<file path="config.mk">
export PLATFORM = sky130hd
export DESIGN_NAME = rsc_reset_source_combiner
export DESIGN_NICKNAME = d
export VERILOG_FILES = /design/src/rsc_pkg.sv /design/src/rsc_cause_if.sv /design/src/rsc_cause_reg.sv /design/src/rsc_release_sync.sv /design/src/rsc_reset_source_combiner.sv
export SDC_FILE = /design/constraint.sdc
export NUM_CORES = 1
export LEC_CHECK = 0
export ABC_AREA = 0
export BUFFER_PORTS_ARGS = -buffer_cell sky130_fd_sc_hd__buf_2
export CAP_MARGIN = 10
export CORE_ASPECT_RATIO = 1.25
export CORE_UTILIZATION = 30
export CTS_CLUSTER_SIZE = 14
export DETAILED_ROUTE_END_ITERATION = 10
export REMOVE_ABC_BUFFERS = 1
export SETUP_SLACK_MARGIN = 0.2
export SYNTH_ARGS = -nofsm -noshare
export SYNTH_HDL_FRONTEND = slang
export SYNTH_SLANG_ARGS = --single-unit
</file>
<file path="constraint.sdc">
create_clock -name mclk -period 1.76 [get_ports mclk]
set_clock_uncertainty 0.1 [all_clocks]
set_input_delay 0.088 -clock mclk [delete_from_list [all_inputs] [get_ports mclk]]
set_output_delay 0.088 -clock mclk [all_outputs]
set_load 0.02 [all_outputs]
</file>
<file path="src/rsc_pkg.sv">
// Constants shared by the reset source combiner and its helper modules.
// Assumes a single 100 MHz clock and a 32-bit classic Wishbone register port.
package rsc_pkg;
   localparam int CAUSE_W = 16;
   localparam int SRC_W = 8;
   // Flag positions in the cause register
   localparam int BIT_TRAP = 15;
   localparam int BIT_IOP = 14;
   localparam int BIT_CM = 9;
   localparam int BIT_VREG = 8;
   localparam int BIT_EXT = 7;
   localparam int BIT_SWR = 6;
   localparam int BIT_SWDT = 5;
   localparam int BIT_WATCHDOG_TIMEOUT_FLAG = 4;
   localparam int BIT_SLEEP = 3;
   localparam int BIT_IDLE = 2;
   localparam int BIT_BOR = 1;
   localparam int BIT_POR = 0;
   localparam logic [15:0] CAUSE_RST = 16'h0003;
   localparam logic [15:0] CAUSE_IMPL = 16'hc3ff;
   // Live source register bit positions
   localparam int SRC_BOR = 0;
   localparam int SRC_EXT = 1;
   localparam int SRC_SWR = 2;
   localparam int SRC_WDT = 3;
   localparam int SRC_TRAP = 4;
   localparam int SRC_IOP = 5;
   localparam int SRC_UWR = 6;
   localparam int SRC_CM = 7;
   // Wishbone byte addresses
   localparam int ADR_W = 4;
   localparam logic [3:0] ADR_CAUSE = 4'h0;
   localparam logic [3:0] ADR_SRC = 4'h4;
   // Clock cycles the master reset is held after the last source drops
   localparam int REL_STAGES = 2;
endpackage : rsc_pkg

</file>
<file path="src/rsc_cause_if.sv">
// Carrier between the combiner top and its cause register.
// Assumes the package rsc_pkg is compiled first.
`timescale 1ns/1ns
`default_nettype none
interface rsc_cause_if;
   logic [rsc_pkg::CAUSE_W-1:0] setVec;
   logic [rsc_pkg::CAUSE_W-1:0] clrVec;
   logic wrEn;
   logic [rsc_pkg::CAUSE_W-1:0] wrMask;
   logic [rsc_pkg::CAUSE_W-1:0] wrData;
   logic [rsc_pkg::CAUSE_W-1:0] value;
   modport owner (input setVec, clrVec, wrEn, wrMask, wrData, output value);
   modport user (output setVec, clrVec, wrEn, wrMask, wrData, input value);
endinterface : rsc_cause_if
`default_nettype wire

</file>
<file path="src/rsc_cause_reg.sv">
// Reset cause register: hardware set, hardware clear and software write.
// Assumes rst_b is the power-on reset; no other reset reaches this register.
`timescale 1ns/1ns
`default_nettype none
module rsc_cause_reg (
   input wire logic mclk,
   input wire logic rst_b,
   rsc_cause_if.owner cif
);
   logic [rsc_pkg::CAUSE_W-1:0] cause_r;
   logic [rsc_pkg::CAUSE_W-1:0] cause_nxt;

   always_comb begin
      cause_nxt = cause_r;
      if (cif.wrEn) begin
         // Plain storage only, nothing here feeds the reset path
         cause_nxt = (cause_r & ~cif.wrMask) | (cif.wrData & cif.wrMask);
      end
      cause_nxt = cause_nxt & ~cif.clrVec;
      // Hardware set applied last so it wins over any clear
      cause_nxt = (cause_nxt | cif.setVec) & rsc_pkg::CAUSE_IMPL;
   end

   // Only power-on resets this; other resets leave it intact
   always_ff @(posedge mclk or negedge rst_b) begin
      if (!rst_b) begin
         cause_r <= rsc_pkg::CAUSE_RST;
      end else begin
         cause_r <= cause_nxt;
      end
   end

   assign cif.value = cause_r;
endmodule : rsc_cause_reg
`default_nettype wire

</file>
<file path="src/rsc_release_sync.sv">
// Holds a reset request and releases it a fixed number of clocks later.
// Assumes hold is synchronous to mclk.
`timescale 1ns/1ns
`default_nettype none
module rsc_release_sync #(
   parameter int STAGES = rsc_pkg::REL_STAGES
) (
   input wire logic mclk,
   input wire logic rst_b,
   input wire logic hold,
   output logic holdOut
);
   logic [STAGES-1:0] stage_r;
   logic [STAGES-1:0] stage_nxt;

   always_comb begin
      if (hold) begin
         stage_nxt = '1;
      end else begin
         stage_nxt = {stage_r[STAGES-2:0], 1'b0};
      end
   end

   // Async assert on power-on, release only on a clock edge
   always_ff @(posedge mclk or negedge rst_b) begin
      if (!rst_b) begin
         stage_r <= '1;
      end else begin
         stage_r <= stage_nxt;
      end
   end

   assign holdOut = stage_r[STAGES-1];
endmodule : rsc_release_sync
`default_nettype wire

</file>
<file path="src/rsc_reset_source_combiner.sv">
// Reset source combiner: master system reset and reset cause register.
// Assumes all source inputs are synchronous, active-high levels.
`timescale 1ns/1ns
`default_nettype none
module rsc_reset_source_combiner (
   input wire logic mclk,
   input wire logic rst_b,
   input wire logic brownoutReset,
   input wire logic externalPinReset,
   input wire logic instructionReset,
   input wire logic watchdogReset,
   input wire logic trapConflict,
   input wire logic illegalOpcode,
   input wire logic uninitWregReset,
   input wire logic configMismatch,
   input wire logic sleepEntry,
   input wire logic idleEntry,
   input wire logic pwrsavExec,
   input wire logic wb_cyc_i,
   input wire logic wb_stb_i,
   input wire logic wb_we_i,
   input wire logic [rsc_pkg::ADR_W-1:0] wb_adr_i,
   input wire logic [3:0] wb_sel_i,
   input wire logic [31:0] wb_dat_i,
   output logic [31:0] wb_dat_o,
   output logic wb_ack_o,
   output logic masterSystemReset,
   output logic watchdogSwEnable,
   output logic regulatorActiveSleep
);
   rsc_cause_if causeIf ();

   logic [rsc_pkg::SRC_W-1:0] srcVec;
   logic anySource;
   logic relHold;
   logic wbReq;
   logic ack_r;
   logic ack_nxt;
   logic [31:0] dat_r;
   logic [31:0] dat_nxt;
   logic [rsc_pkg::CAUSE_W-1:0] setVec;
   logic [rsc_pkg::CAUSE_W-1:0] clrVec;

   // Live view of the eight reset sources
   always_comb begin
      srcVec = '0;
      srcVec[rsc_pkg::SRC_BOR] = brownoutReset;
      srcVec[rsc_pkg::SRC_EXT] = externalPinReset;
      srcVec[rsc_pkg::SRC_SWR] = instructionReset;
      srcVec[rsc_pkg::SRC_WDT] = watchdogReset;
      srcVec[rsc_pkg::SRC_TRAP] = trapConflict;
      srcVec[rsc_pkg::SRC_IOP] = illegalOpcode;
      srcVec[rsc_pkg::SRC_UWR] = uninitWregReset;
      srcVec[rsc_pkg::SRC_CM] = configMismatch;
   end

   assign anySource = |srcVec;

   rsc_release_sync #(
      .STAGES(rsc_pkg::REL_STAGES)
   ) u_release (
      .mclk(mclk),
      .rst_b(rst_b),
      .hold(anySource),
      .holdOut(relHold)
   );

   // Assertion is immediate; release waits for the synchronous hold.
   // Peripherals and CPU take this as their reset
   assign masterSystemReset = anySource | relHold;

   // Cause flags raised by each source
   always_comb begin
      setVec = '0;
      setVec[rsc_pkg::BIT_TRAP] = trapConflict;
      setVec[rsc_pkg::BIT_IOP] = illegalOpcode | uninitWregReset;
      setVec[rsc_pkg::BIT_CM] = configMismatch;
      setVec[rsc_pkg::BIT_EXT] = externalPinReset;
      setVec[rsc_pkg::BIT_SWR] = instructionReset;
      setVec[rsc_pkg::BIT_WATCHDOG_TIMEOUT_FLAG] = watchdogReset;
      setVec[rsc_pkg::BIT_SLEEP] = sleepEntry;
      setVec[rsc_pkg::BIT_IDLE] = idleEntry;
      setVec[rsc_pkg::BIT_BOR] = brownoutReset;
   end

   // Entering a power-save mode clears the watchdog time-out flag
   always_comb begin
      clrVec = '0;
      clrVec[rsc_pkg::BIT_WATCHDOG_TIMEOUT_FLAG] = pwrsavExec;
   end

   assign causeIf.setVec = setVec;
   assign causeIf.clrVec = clrVec;

   // Classic Wishbone: one wait state, write lands on the acked edge
   assign wbReq = wb_cyc_i & wb_stb_i;
   assign ack_nxt = wbReq & ~ack_r;

   // Flags are plain storage for software
   assign causeIf.wrEn = wbReq & wb_we_i & ack_r & (wb_adr_i == rsc_pkg::ADR_CAUSE);
   assign causeIf.wrMask = {{8{wb_sel_i[1]}}, {8{wb_sel_i[0]}}} & rsc_pkg::CAUSE_IMPL;
   assign causeIf.wrData = wb_dat_i[rsc_pkg::CAUSE_W-1:0];

   rsc_cause_reg u_cause (
      .mclk(mclk),
      .rst_b(rst_b),
      .cif(causeIf)
   );

   // Read data captured when ack is raised and held with it.
   // Unmapped offsets still answer, reading zero, so a bus never hangs.
   always_comb begin
      dat_nxt = dat_r;
      if (ack_nxt) begin
         unique case (wb_adr_i)
            rsc_pkg::ADR_CAUSE: begin
               dat_nxt = {16'h0000, causeIf.value};
            end
            rsc_pkg::ADR_SRC: begin
               dat_nxt = {24'h000000, srcVec};
            end
            default: begin
               dat_nxt = 32'h00000000;
            end
         endcase
      end
   end

   always_ff @(posedge mclk or negedge rst_b) begin
      if (!rst_b) begin
         ack_r <= 1'b0;
         dat_r <= 32'h00000000;
      end else begin
         ack_r <= ack_nxt;
         dat_r <= dat_nxt;
      end
   end

   assign wb_ack_o = ack_r;
   assign wb_dat_o = dat_r;

   // Control bits sharing the cause register steer neighbouring blocks
   assign watchdogSwEnable = causeIf.value[rsc_pkg::BIT_SWDT];
   assign regulatorActiveSleep = causeIf.value[rsc_pkg::BIT_VREG];
endmodule : rsc_reset_source_combiner
`default_nettype wire

</file>
## Yosys cells after proc, flatten, opt, wreduce, memory -nomap -nowiden

Index checks and enable logic that the tools add are counted.

- $lt $le $gt $ge: 0
- Equal/unequal tests: 1
- Add/subtract/negate cells: 0
- Bitwise operators: 15
- Reduce and logical (&&, ||, !) cells: 2
- Shifts and indexed selects: 0
- Muxes and demuxes: 3
- Multiply operators: 0
- Div/mod/pow operators: 0

Operators by type and width:

| kind | number |
|---|---|
| $and 16x16->16 | 3 |
| $or 16x16->16 | 2 |
| $pmux 16 s2 | 1 |
| $mux 16 | 1 |
| $not 16->16 | 1 |
| $not 5->16 | 1 |
| $reduce_or 8->1 | 1 |
| $and 1x1->1 | 5 |
| $eq 4x3->1 const B | 1 |
| $logic_not 4->1 | 1 |
| $mux 2 | 1 |
| $or 1x1->1 | 2 |
| $not 1->1 | 1 |

- Word-level logic and storage cells: 25
- RAM bits: 0
- Memories: 0
- Bits in latches: 0
- Register bits after elaboration: 47
- ROM bits: 0

## Longest topological paths before layout

Gate-level depths: netlist (run 1).

- Depth in word-level cells: 7
- Gate-level depth with buffers: 4
- Mapped depth without buffers: 3

## Cells and area by module

From an unflattened synthesis (run 1), not the netlist that was laid out.

- Cells, all modules: 167
- Area total of the unflattened synthesis: 1635.3 um^2

By module, submodules not included:

| module | area each (um^2) | cells an instance | instances |
|---|---|---|---|
| rsc_reset_source_combiner | 890.9 | 97 | 1 |
| rsc_cause_reg | 685.7 | 67 | 1 |
| rsc_release_sync | 58.8 | 3 | 1 |

## Least setup slack after synthesis (run 1)

No wires, ideal clock.

- Path kind: register to register
- Start point: register ack_r, in the netlist wb_ack_o
- End point: register dat_r[0], in the netlist wb_dat_o[0]
- Library setup time: 0.083 ns
- Cell stages (with the launch flop): 5
- Setup slack: 0.199 ns
- Data arrival time: 1.378 ns
- Buffers on the path: 1
- Period minus slack after synthesis: 1.561 ns
- Cells stage by stage: dfrtp_1 > nand3b_1 > or4_1 > clkbuf_1 > o21ai_0

- Cells in the longest elaborated chain, start to end: 2

RTL lines:

| what | RTL line | text |
|---|---|---|
| start, declared | rsc_reset_source_combiner.sv:37 | `logic ack_r;` |
| start signal, assigned | rsc_reset_source_combiner.sv:134 | `ack_r <= ack_nxt;` |
| $not 1->1 | rsc_reset_source_combiner.sv:97 | `assign ack_nxt = wbReq & ~ack_r;` |
| $and 1x1->1 | rsc_reset_source_combiner.sv:97 |  |
| end signal, assigned | rsc_reset_source_combiner.sv:135 | `dat_r <= dat_nxt;` |
| end, declared | rsc_reset_source_combiner.sv:39 | `logic [31:0] dat_r;` |

No other way between the ends.
A chain may end at the register's enable or synchronous reset.

## Final worst setup path (run 1)

- Start point: register ack_r, in the netlist wb_ack_o
- End point: register dat_r[3], in the netlist wb_dat_o[3]

Same word-level chain as after synthesis.

==> results of run 1 <==
## worst paths after layout
| check | cells past startpoint | end | slack, ns |
|---|---|---|---|
| max in group asynchronous | 2 | u_cause.cif.value[2] | 0.92 |
| worst min register to register | 2 | wb_dat_o[0] | 0.38 |
| worst max-delay path | 3 | wb_dat_o[3] | 0.28 |
| worst max register to register | 3 | wb_dat_o[3] | 0.28 |
| min in group asynchronous | 2 | u_cause.cif.value[9] | 0.25 |
| worst min-delay path | 3 | u_cause.cif.value[1] | 0.007 |
## final cells by class
cell class | instances | share of cell area [%]
multi-input combinational | 90 | 32.6
sequential | 27 | 37.7
clock inverter | 1 | 0.277
clock buffer | 3 | 2.29
timing repair buffer | 66 | 22.7
tap | 58 | 4.02
inverter | 2 | 0.416
## power by group
part           internal (mW)  switching, mW  leakage [nW]  total [mW]
combinational         0.0866          0.132         0.613       0.219
sequential             0.640         0.0109         0.320       0.650
clock                  0.158          0.188        0.0255       0.346
total                  0.885          0.331         0.958        1.22
## synth_stat cells
master                     number  area, sq um
sky130_fd_sc_hd__dfrtp_1       23          576
sky130_fd_sc_hd__buf_4         20          150
sky130_fd_sc_hd__mux2i_1       16          160
sky130_fd_sc_hd__nor2_1        14         52.6
sky130_fd_sc_hd__nand2_1        9         33.8
sky130_fd_sc_hd__o21ai_0        8         40.0
sky130_fd_sc_hd__a22o_1         4         35.0
sky130_fd_sc_hd__dfstp_2        4          105
sky130_fd_sc_hd__mux2_4         3         45.0
sky130_fd_sc_hd__clkbuf_1       2         7.51
sky130_fd_sc_hd__inv_1          2         7.51
sky130_fd_sc_hd__nor3_1         2         10.0
sky130_fd_sc_hd__nor4_1         2         12.5
sky130_fd_sc_hd__or2_2          2         12.5
sky130_fd_sc_hd__a31o_1         1         8.76
sky130_fd_sc_hd__a41o_1         1         10.0
sky130_fd_sc_hd__and4_1         1         8.76
sky130_fd_sc_hd__and4b_1        1         10.0
sky130_fd_sc_hd__buf_6          1         11.3
sky130_fd_sc_hd__conb_1         1         3.75
sky130_fd_sc_hd__nand3_2        1         10.0
sky130_fd_sc_hd__nand3_4        1         17.5
sky130_fd_sc_hd__nand3b_1       1         7.51
sky130_fd_sc_hd__nor2b_1        1         6.26
sky130_fd_sc_hd__nor4_4         1         21.3
sky130_fd_sc_hd__or4_1          1         7.51
## critical path: cells and delay by family (launching register included)
kind / cells / cell delay (ns)
AND/OR/NAND/NOR: 2 / 0.68
AO/OA/AOI/OAI: 1 / 0.21
flip-flops: 1 / 0.41
## metrics by stage
stage	cell area, sq um	total power, mW	util [%]
finish	1810	1.22	41.1
floorplan	1270	0.758	-
detailed placement	1610	0.856	36.6
global placement	1610	0.855	36.6
CTS	1810	1.23	41.1
global route	1810	1.28	41.1
## per-layer routing
layer / routed length [um] / GRT usage, %
met4: 35 / 4.88
met5: 0 / 0
met3: 119 / 2.06
met2: 1600 / 23.5
met1: 1220 / 15.0
## repair_timing
| item | in CTS | in global routing |
|---|---|---|
| setup endpoints to repair | 8 | 0 |
| resized for setup | 1 | 0 |
| hold buffers | 15 | 0 |
| endpoints found under the hold margin | 33 | 0 |
## logic make-up (layout without fill, tap and decap cells)
group / after synthesis / in the layout / share of synthesized area, %
AOI/OAI and AO/OA: 14 / 14 / 6.85
and+or+nand+nor: 37 / 37 / 15.3
buffers and inverters: 25 / 72 / 12.9
other: 1 / 20 / 0.274
muxes: 19 / 19 / 15.0
DFF: 27 / 27 / 49.7
==> results.md, run 1 <==
Outcome:
- The run finished with clean final reports.

Layout:
- The antenna diode count is 0.
- In the layout the commonest cells are 49 x sky130_fd_sc_hd__buf_2, 23 x sky130_fd_sc_hd__dfrtp_1, 20 x sky130_fd_sc_hd__conb_1.
- The leading cell type in the layout, fill and taps excluded is sky130_fd_sc_hd__buf_2.
- The flip-flop and latch area is 681 sq um.
- The layout overhead on the synthesized area is 31.8%.
- For this run, the number of standard cells in the final layout without fillers is 247.
- The combined area of the multi-input logic cells is 588 sq um.
- Of the cells placed in the final design, the portion with a size suffix greater than 1 is 36.0%.
- After filler insertion, the fill cell instance count of the layout stands at 447.
- The layout net count is 246.

STA:
- The final hold violation count is 0.
- Timing would allow up to 0.676 GHz.
- The relative slew slack is 60.1%.
- Setup repair after global routing left no endpoint under its margin.
- The post-route worst setup slack is 0.281 ns.
- The worst hold slack across all endpoints is 0.00651 ns.
- Counting I/O delays and the setup requirement, the final critical path takes 1.48 ns.
- The count of pins over their slew limit is 0.
- Setup violations remaining at the end of the flow were counted as 0.
- The accumulated negative setup slack is 0 ns.
- At the pin with the least slew margin, the transition time is 0.599 ns.
- The worst path uses 84.0% of the clock period.

Floorplan:
- The number of placed I/O pins is 92.
- The x dimension of the die is 62.4 um.
- The die is 77.6 um tall.
- The core region is 4390 sq um.
- The standard-cell row count is 27.
- Once the floorplan was initialized, standard cells occupied 31.2% of the core.
- The overall die area is 4840 sq um.

Clocking:
- The root buffer cell is sky130_fd_sc_hd__clkbuf_8.
- TritonCTS built the clock tree.
- The longest clock path from root to sink contains 2 buffers.
- The H-tree depth is 1.
- After clock tree synthesis, the clock-pin slew on the worst setup and hold paths is 0.09 ns.
- For the worst-skew pair, the clock arrives at the later sink with an insertion delay of 0.27 ns.
- The number of buffers created by CTS is 3.
- The clock net in this run drives a total of 27 sinks.
- In this run the post-CTS setup repair buffer count came out at 0.

Setup path:
- The largest individual stage delay along the critical path comes from the cell sky130_fd_sc_hd__or4_4.
- For the worst setup path, the data required time is 1.85 ns.
- The startpoint of the most critical setup path is wb_ack_o.
- The reg-to-reg critical path startpoint is wb_ack_o.
- For the worst setup path, the data arrival time is 1.57 ns.
- The worst setup path is captured at a flip-flop.
- The maximum fanout count along the critical path is 8.
- The kind of launch point of the worst setup path is a flip-flop.
- The critical path goes through nand3b_1 > or4_4 > o21ai_0.
- The peak per-stage delay on the critical path is 0.50 ns.
- The critical setup path kind is flip-flop to flip-flop.

Global route:
- The remaining global-route overflow is 0.
- The number of antenna violations at the first check in global routing came to 0.
- The first global-routing pass estimated 4830 um of wire.
- The pin count of the biggest net entering global routing is 28.
- The via count of the first global-routing pass is 1039.
- Global routing used 12.9% of the available tracks.

Flow run:
- The number of maximum-capacitance constraint violations is 0.

Placement:
- The HPWL after detailed placement is 2230 um.
- The total placed cells including tap cells is 228.
- Buffers placed on the I/O ports in this run total 49.
- The pre-CTS setup slack is 0.192 ns.
- Routability-driven placement finished with a final weighted congestion of 0.820.

Logic synthesis:
- Sequential elements use 49.7% of the synthesized area.
- The number of unique standard cell types used by synthesis is 26.
- The post-synthesis average cell area is 11.1 sq um.
- The count of synthesis-stage warnings from yosys is 0.
- Summing every instance area after synthesis gives 1370 sq um.
- Synthesis handed over a netlist of 123 instances.
- The number of flip-flops and latches in the synthesized netlist is 27.

Route:
- For this block, the via count after detailed routing is 1081.
- The total DRC errors in the routed layout is 0.
- The pre-antenna-repair detailed-routing pass consisted of 6 iterations.
- The count of nets left with antenna violations once routing finished came out at 0.
- The overall routed net length is 2970 um.
- The initial DRC count is 32.
- The average wire per standard cell is 12.0 um.
- In the routed layout, each cell is associated on average with a via count of 4.38.

Power and ir drop:
- The standby leakage power is 0.958 nW.
- In this run the power density over the cells is 673 nW/um^2.
- The largest vdd supply drop is 0.000250 V.

Hold path:
- In this run the worst hold path is classified as input port to flip-flop.
- The startpoint identified for the worst hold timing path is brownoutReset.
No activity file was read; power rests on OpenSTA's default activity.
==> run 2: changes to the inputs <==
clock period = 1.5 ns   (was 1.76 ns; I/O delays follow)
==> run 2 against run 1 <==
Cell count rose by 3.2%; global-route usage rose by 0.85 points; fmax rose by 2.3%; sequential cell count did not move; wire length rose by 3.6%; critical path type unchanged; critical endpoint is now wb_dat_o[2]; largest power group unchanged.
==> results.md, run 2 (same netlist as run 1, synthesis figures left out) <==
Hold path:
- The startpoint of the worst hold path is instructionReset.
- The cell depth of the worst hold path is 3.
- The path with the worst hold slack has its endpoint at u_release.stage_r[0].
- The tightest min-delay check is of the input port to flip-flop type.

Flow run:
- Max-cap violations in this run came to 0.

Layout:
- In the layout the commonest cells are 49 x sky130_fd_sc_hd__buf_2, 23 x sky130_fd_sc_hd__dfrtp_1, 20 x sky130_fd_sc_hd__conb_1.
- The library cell used most frequently in the layout, excluding fill and tap cells, is sky130_fd_sc_hd__buf_2.
- After the last flow step, the layout net total stands at 254.
- The multi-input combinational cells in the finished layout cover a total of 608 sq um.
- Compared with the post-synthesis result, the final layout area differs by 41.2%.
- The final-layout fill cell count is 440.
- The share of final-layout standard cells stronger than drive strength 1 is 40.1%.
- The antenna diode count is 0.
- The flip-flop and latch area is 681 sq um.
- The finished cells cover 1930 sq um.

Global route:
- The via count of the first global-routing pass was 1055.
- The number of antenna violations at the first check in global routing is 0.
- The first global-routing pass estimated 5140 um of wire.
- Across every metal layer, demand over resource in global routing totals 13.8%.
- The total overflow left after global routing is 0.
- The pin count of the biggest net entering global routing is 28.

Route:
- The overall routed net length is 3080 um.
- The pre-antenna-repair detailed-routing pass consisted of 6 iterations.
- The number of nets with antenna violations after detailed routing is 0.
- The total DRC errors in the routed layout is 0.
- After detailed routing, the average wire length per cell comes to 12.1 um.
- The number of vias per cell is 4.31.
- The initial DRC count is 34.
- Summing over every cut layer, the via total after detailed routing is 1100.

Setup path:
- Broken down by cell family, the worst path's largest delay share belongs to simple AND/OR/NAND/NOR gates.
- The critical path data required time is 1.60 ns.
- In this design, the stage delay of the slowest critical-path cell is 0.43 ns.
- The critical path goes through nand3b_1 > or4_4 > buf_6 > o21ai_1.
- The critical path crosses 4 cells after its start point.
- Of all nets on the critical path, the largest fanout is 8.
- The endpoint type of the worst setup path is a flip-flop.
- The critical path is of the flip-flop to flip-flop type.
- The capture instance of the worst register-to-register path is wb_dat_o[2].
- In this run the critical register-to-register path is launched from wb_ack_o.
- The critical path arrival is 1.55 ns.
- For flop-to-flop paths, the worst setup slack is 0.05 ns.
- The kind of launch point of the worst setup path is a flip-flop.
- The most critical setup path has its startpoint at wb_ack_o.
- The largest individual stage delay along the critical path comes from the cell sky130_fd_sc_hd__or4_4.
- The worst reg2reg path depth is 4.
- The total buffers and inverters traversed by the critical path is 1.

Clocking:
- Clock tree synthesis selected as its root buffer the cell sky130_fd_sc_hd__clkbuf_8.
- After clock tree synthesis, the clock-pin slew on the worst setup and hold paths is 0.09 ns.
- The number of buffers created by CTS is 3.
- The clock sink count is 27.
- The H-tree depth is 1.
- The worst-skew pair later-pin latency is 0.27 ns.
- The TritonCTS clock tree is yes.
- The worst-case clock buffer depth is 2.

Placement:
- At the end of routability-driven placement, the weighted congestion stood at 0.776.
- The count of port buffers added during placement is 49.
- The placed instances occupy a cell area of 1640 sq um.
- Once detailed placement completed, the half-perimeter wirelength came to 2240 um.

STA:
- Setup repair after global routing could not meet its margin everywhere.
- The number of setup violations in the final report is 0.
- The maximum frequency from static timing analysis is 0.691 GHz.
- The final critical-path required period is 1.45 ns.
- On the final layout, the worst hold slack is 0.00237 ns.
- The final hold violation count is 0.
- The count of pins over their slew limit is 0.
- Measured against its own limit, the worst slew margin works out to 60.3%.
- At the pin with the least slew margin, the transition time is 0.595 ns.
- After layout, the worst path uses 96.4% of the clock period.

Power and ir drop:
- For this design the static power due to leakage is 1.02 nW.
- The largest vdd supply drop is 0.000383 V.
- The power density over the cells is 756 nW/um^2.

Floorplan:
- The x dimension of the die is 62.4 um.
- During I/O placement, the number of pins put on the boundary was 92.
- The floorplan step defined a core boundary enclosing 4390 sq um.
- The overall die area is 4840 sq um.
- Row generation in the floorplan step produced 27 rows.
- Once the floorplan was initialized, standard cells occupied 31.2% of the core.
- The die is 77.6 um tall.

Outcome:
- The flow ran to the end, and the final reports show no timing, DRC or antenna violations.
[run 2: cell count changes in the layout (fill, tap and decap cells not counted), sizes merged]
| cell | change |
|---|---|
| buf | +7 |
| clkbuf | +1 |
[run 2: what timing repair did]
item                       in CTS  in global routing
setup endpoints to repair      20                 25
setup buffers                   1                  1
hold endpoints to repair       34                  0
pin swaps                       6                  7
cloned                          0                  1
hold buffers                   15                  0
gates resized for setup        16                  6
[run 2: worst register-to-register path: stages, from the launching register on]
cell and delay, ns:
sky130_fd_sc_hd__dfrtp_1 0.39, sky130_fd_sc_hd__nand3b_1 0.18, sky130_fd_sc_hd__or4_4 0.43, sky130_fd_sc_hd__buf_6 0.16, sky130_fd_sc_hd__o21ai_1 0.13
[run 2: power by group]
group | total [mW] | leakage, nW | switching, mW | internal, mW
Combinational | 0.284 | 0.672 | 0.163 | 0.121
Clock | 0.416 | 0.0255 | 0.230 | 0.186
Sequential | 0.762 | 0.320 | 0.0116 | 0.750
[run 2: routing by layer]
metal	vias to the layer above	global-route usage [%]	wire, um	part of all wire [%]
met5	-	0	0	0
met4	0	5.58	54	1.8
met3	4	1.91	134	4.4
met2	40	24.7	1620	53
met1	522	16.3	1270	41
li1	534	-	-	-
[run 2: worst max path at each step]
| stage | to | slack (ns) |
|---|---|---|
| after floorplan | wb_dat_o[0] | -0.24 |
| after global placement | wb_dat_o[0] | 0.02 |
| after detailed placement | wb_dat_o[3] | -0.02 |
| after CTS | wb_dat_o[4] | 0.06 |
| after global routing | wb_dat_o[5] | -0.01 |
| final | wb_dat_o[2] | 0.05 |
[run 2: per-stage QoR]
step	util, %	instances	TNS, ns	total power [mW]	setup slack [ns]
2_1_floorplan	-	119	-1.92	0.889	-0.240
3_3_place_gp	37.4	233	0	1.01	0.0165
3_5_place_dp	37.4	233	-0.0244	1.01	-0.0244
4_1_cts	42.7	253	0	1.46	0.0586
5_1_grt	44.0	255	-0.0239	1.53	-0.0143
6_report	44.0	255	0	1.46	0.0537
[run 2: cell type report]
type | instances | area share, %
sequential | 27 | 35.2
multi-input combinational | 90 | 31.4
timing repair buffer | 74 | 26.8
tap | 58 | 3.75
clock buffer | 3 | 2.13
inverter | 2 | 0.388
clock inverter | 1 | 0.259
==> run 3: changes to the inputs <==
RECOVER_POWER = 50   (was not set)
SLEW_MARGIN = 10   (was not set)
==> run 3 against run 2 <==
The flow now finishes with violations (negative hold slack); power fell by 0.16%; hold slack got worse by 0.0038 ns; clock-buffer cell count unchanged; critical path type unchanged.
==> results.md, run 3 (same netlist as run 1, synthesis figures left out) <==
STA:
- The final hold violation count is 1.
- For the finished layout, the period the worst path requires is 1.45 ns.
- In the finished design, the share of the clock period the worst path needs comes to 96.5%.
- The worst hold slack across all endpoints is -0.00138 ns.
- Derived from the worst setup path, the maximum achievable clock frequency is 0.691 GHz.
- Setup repair after global routing could not meet its margin everywhere.
- For the pin with the worst max-slew slack, the measured transition is 0.658 ns.
- The relative slew slack is 56.1%.
- The count of pins over their slew limit is 0.
- Setup violations remaining at the end of the flow were counted as 0.

Power and ir drop:
- The standby leakage power is 0.993 nW.
- Dividing total power by cell area gives a power density of 760 nW/um^2.
- The largest vdd supply drop is 0.000384 V.
- The total chip power is 1.46 mW.

Global route:
- For this run the aggregate overflow at the end of global routing stands at 0.
- Global routing used 13.8% of the available tracks across all layers.
- The pin count of the biggest net entering global routing is 28.
- The number of antenna violations at the first check in global routing came to 0.
- The via count of the first global-routing pass came to 1055.
- The global-route wire length before repair is 5140 um.

Route:
- The overall routed net length is 3100 um.
- The average wire per standard cell is 12.1 um.
- The routed via count is 1089.
- The first detailed-routing pass took 6 iterations.
- Dividing the detail-routed via count by the number of cells gives 4.27.
- After detailed routing, the number of remaining DRC violations is 0.
- The number of nets with antenna violations after detailed routing is 0.
- The first routing iteration left 31 violations.

Layout:
- The number of antenna diodes in the final layout is 0.
- Once layout is complete, the utilization of the core stands at 43.7%.
- After the last flow step, the layout net total stands at 254.
- In the final layout, the share of cells above drive strength 1 is 36.5%.
- Leaving out fill and tap cells, the most frequent cell in the layout is sky130_fd_sc_hd__buf_2.
- The layout overhead on the synthesized area is 40.2%.
- Summing all non-filler instances in the final layout gives an area of 1920 sq um.
- The top cell types in the final layout, fill and taps aside, are 42 x sky130_fd_sc_hd__buf_2, 23 x sky130_fd_sc_hd__dfrtp_1, 20 x sky130_fd_sc_hd__conb_1.
- The final instance count without filler cells is 255.

Outcome:
- The final reports fail on negative hold slack.
- The run finished, with violations left.

Clocking:
- The clock transition time at the flip-flop clock pins of the worst setup and hold paths is 0.09 ns.
- TritonCTS built the clock tree.
- The worst-case clock buffer depth is 2.
- CTS built an H-tree with a depth of 1.
- The number of buffers created by CTS is 3.
- The root buffer cell is sky130_fd_sc_hd__clkbuf_8.
- The clock net in this run drives a total of 27 sinks.
- The clock reaches the later pin of the worst-skew pair after 0.27 ns.

Placement:
- The congestion estimate from routability-driven global placement came to 0.776.
- After detailed placement, the design holds a cell count of 233.
- The count of buffers added on input and output ports is 49.
- The cell area after placement is 1640 sq um.
- The total half-perimeter wirelength after legalization and detailed placement is 2240 um.

Hold path:
- The worst min-delay path category is input port to flip-flop.

Floorplan:
- The overall die area is 4840 sq um.
- From bottom edge to top edge, the die measures 77.6 um.
- The initial utilization of the core area, before any placement, comes to 31.2%.
- The floorplan has 27 rows.
- The x dimension of the die is 62.4 um.
- The number of placed I/O pins is 92.
- The area of the core region is 4390 sq um.

Setup path:
- The worst setup path is captured at a flip-flop.
- At the worst endpoint, the arrival time is 1.55 ns.
- Of all nets on the critical path, the largest fanout is 8.
- The critical path data required time is 1.60 ns.
- The setup path with the least slack is of type flip-flop to flip-flop.
- The worst setup slack for register-to-register paths is 0.05 ns.
- The kind of launch point of the worst setup path is a flip-flop.

Flow run:
- Max-cap violations in this run came to 0.
==> run 3: worst paths after layout <==
path / from / endpoint / depth (start not counted)
worst max register to register: wb_ack_o / wb_dat_o[2] / 4
worst min-delay path: uninitWregReset / u_release.stage_r[0] / 3
worst max-delay path: wb_ack_o / wb_dat_o[2] / 4
max in group asynchronous: rst_b / u_cause.cif.value[4] / 2
min in group asynchronous: rst_b / wb_dat_o[5] / 2
worst min register to register: wb_dat_o[4] / wb_dat_o[4] / 2
==> run 3: layer usage <==
| metal | vias up | track usage [%] | share of wire [%] | wire length [um] |
|---|---|---|---|---|
| met5 | - | 0 | 0 | 0 |
| met4 | 0 | 5.58 | 1.7 | 54 |
| met3 | 4 | 1.91 | 3.6 | 111 |
| met2 | 35 | 24.7 | 52 | 1620 |
| met1 | 516 | 16.3 | 42 | 1310 |
| li1 | 534 | - | - | - |
==> run 3: power by group <==
group,leakage [nW],switching [mW],total [mW],internal [mW]
combinational,0.648,0.162,0.280,0.118
clock,0.0255,0.231,0.417,0.186
sequential,0.320,0.0119,0.762,0.750
total,0.993,0.405,1.46,1.05
==> run 3: per-stage QoR <==
step	worst slack [ns]	TNS (ns)
2_1_floorplan	-0.240	-1.92
3_3_place_gp	0.0165	0
3_5_place_dp	-0.0244	-0.0244
4_1_cts	0.0586	0
5_1_grt	-0.0143	-0.0239
6_report	0.0522	0
==> run 3: critical path: stages (launching register included) <==
cell and delay (ns):
sky130_fd_sc_hd__dfrtp_1 0.39, sky130_fd_sc_hd__nand3b_1 0.18, sky130_fd_sc_hd__or4_4 0.43, sky130_fd_sc_hd__buf_6 0.16, sky130_fd_sc_hd__o21ai_1 0.12
==> run 3: area by class of cell <==
cell class,count,area [sq um]
fillers,444,2470
flip-flops and latches,27,681
multi-input cells,90,602
repair buffers,74,512
well taps,58,72.6
clock buffers,3,41.3
inverters,2,7.51
clock inverters,1,5.00
==> run 3: timing repair <==
action,CTS,global route
gates resized for setup,16,6
gates cloned,0,1
hold buffers,15,0
pin swaps,6,7
endpoints found under the hold margin,34,0
setup buffers,1,1
endpoints found under the setup margin,20,25
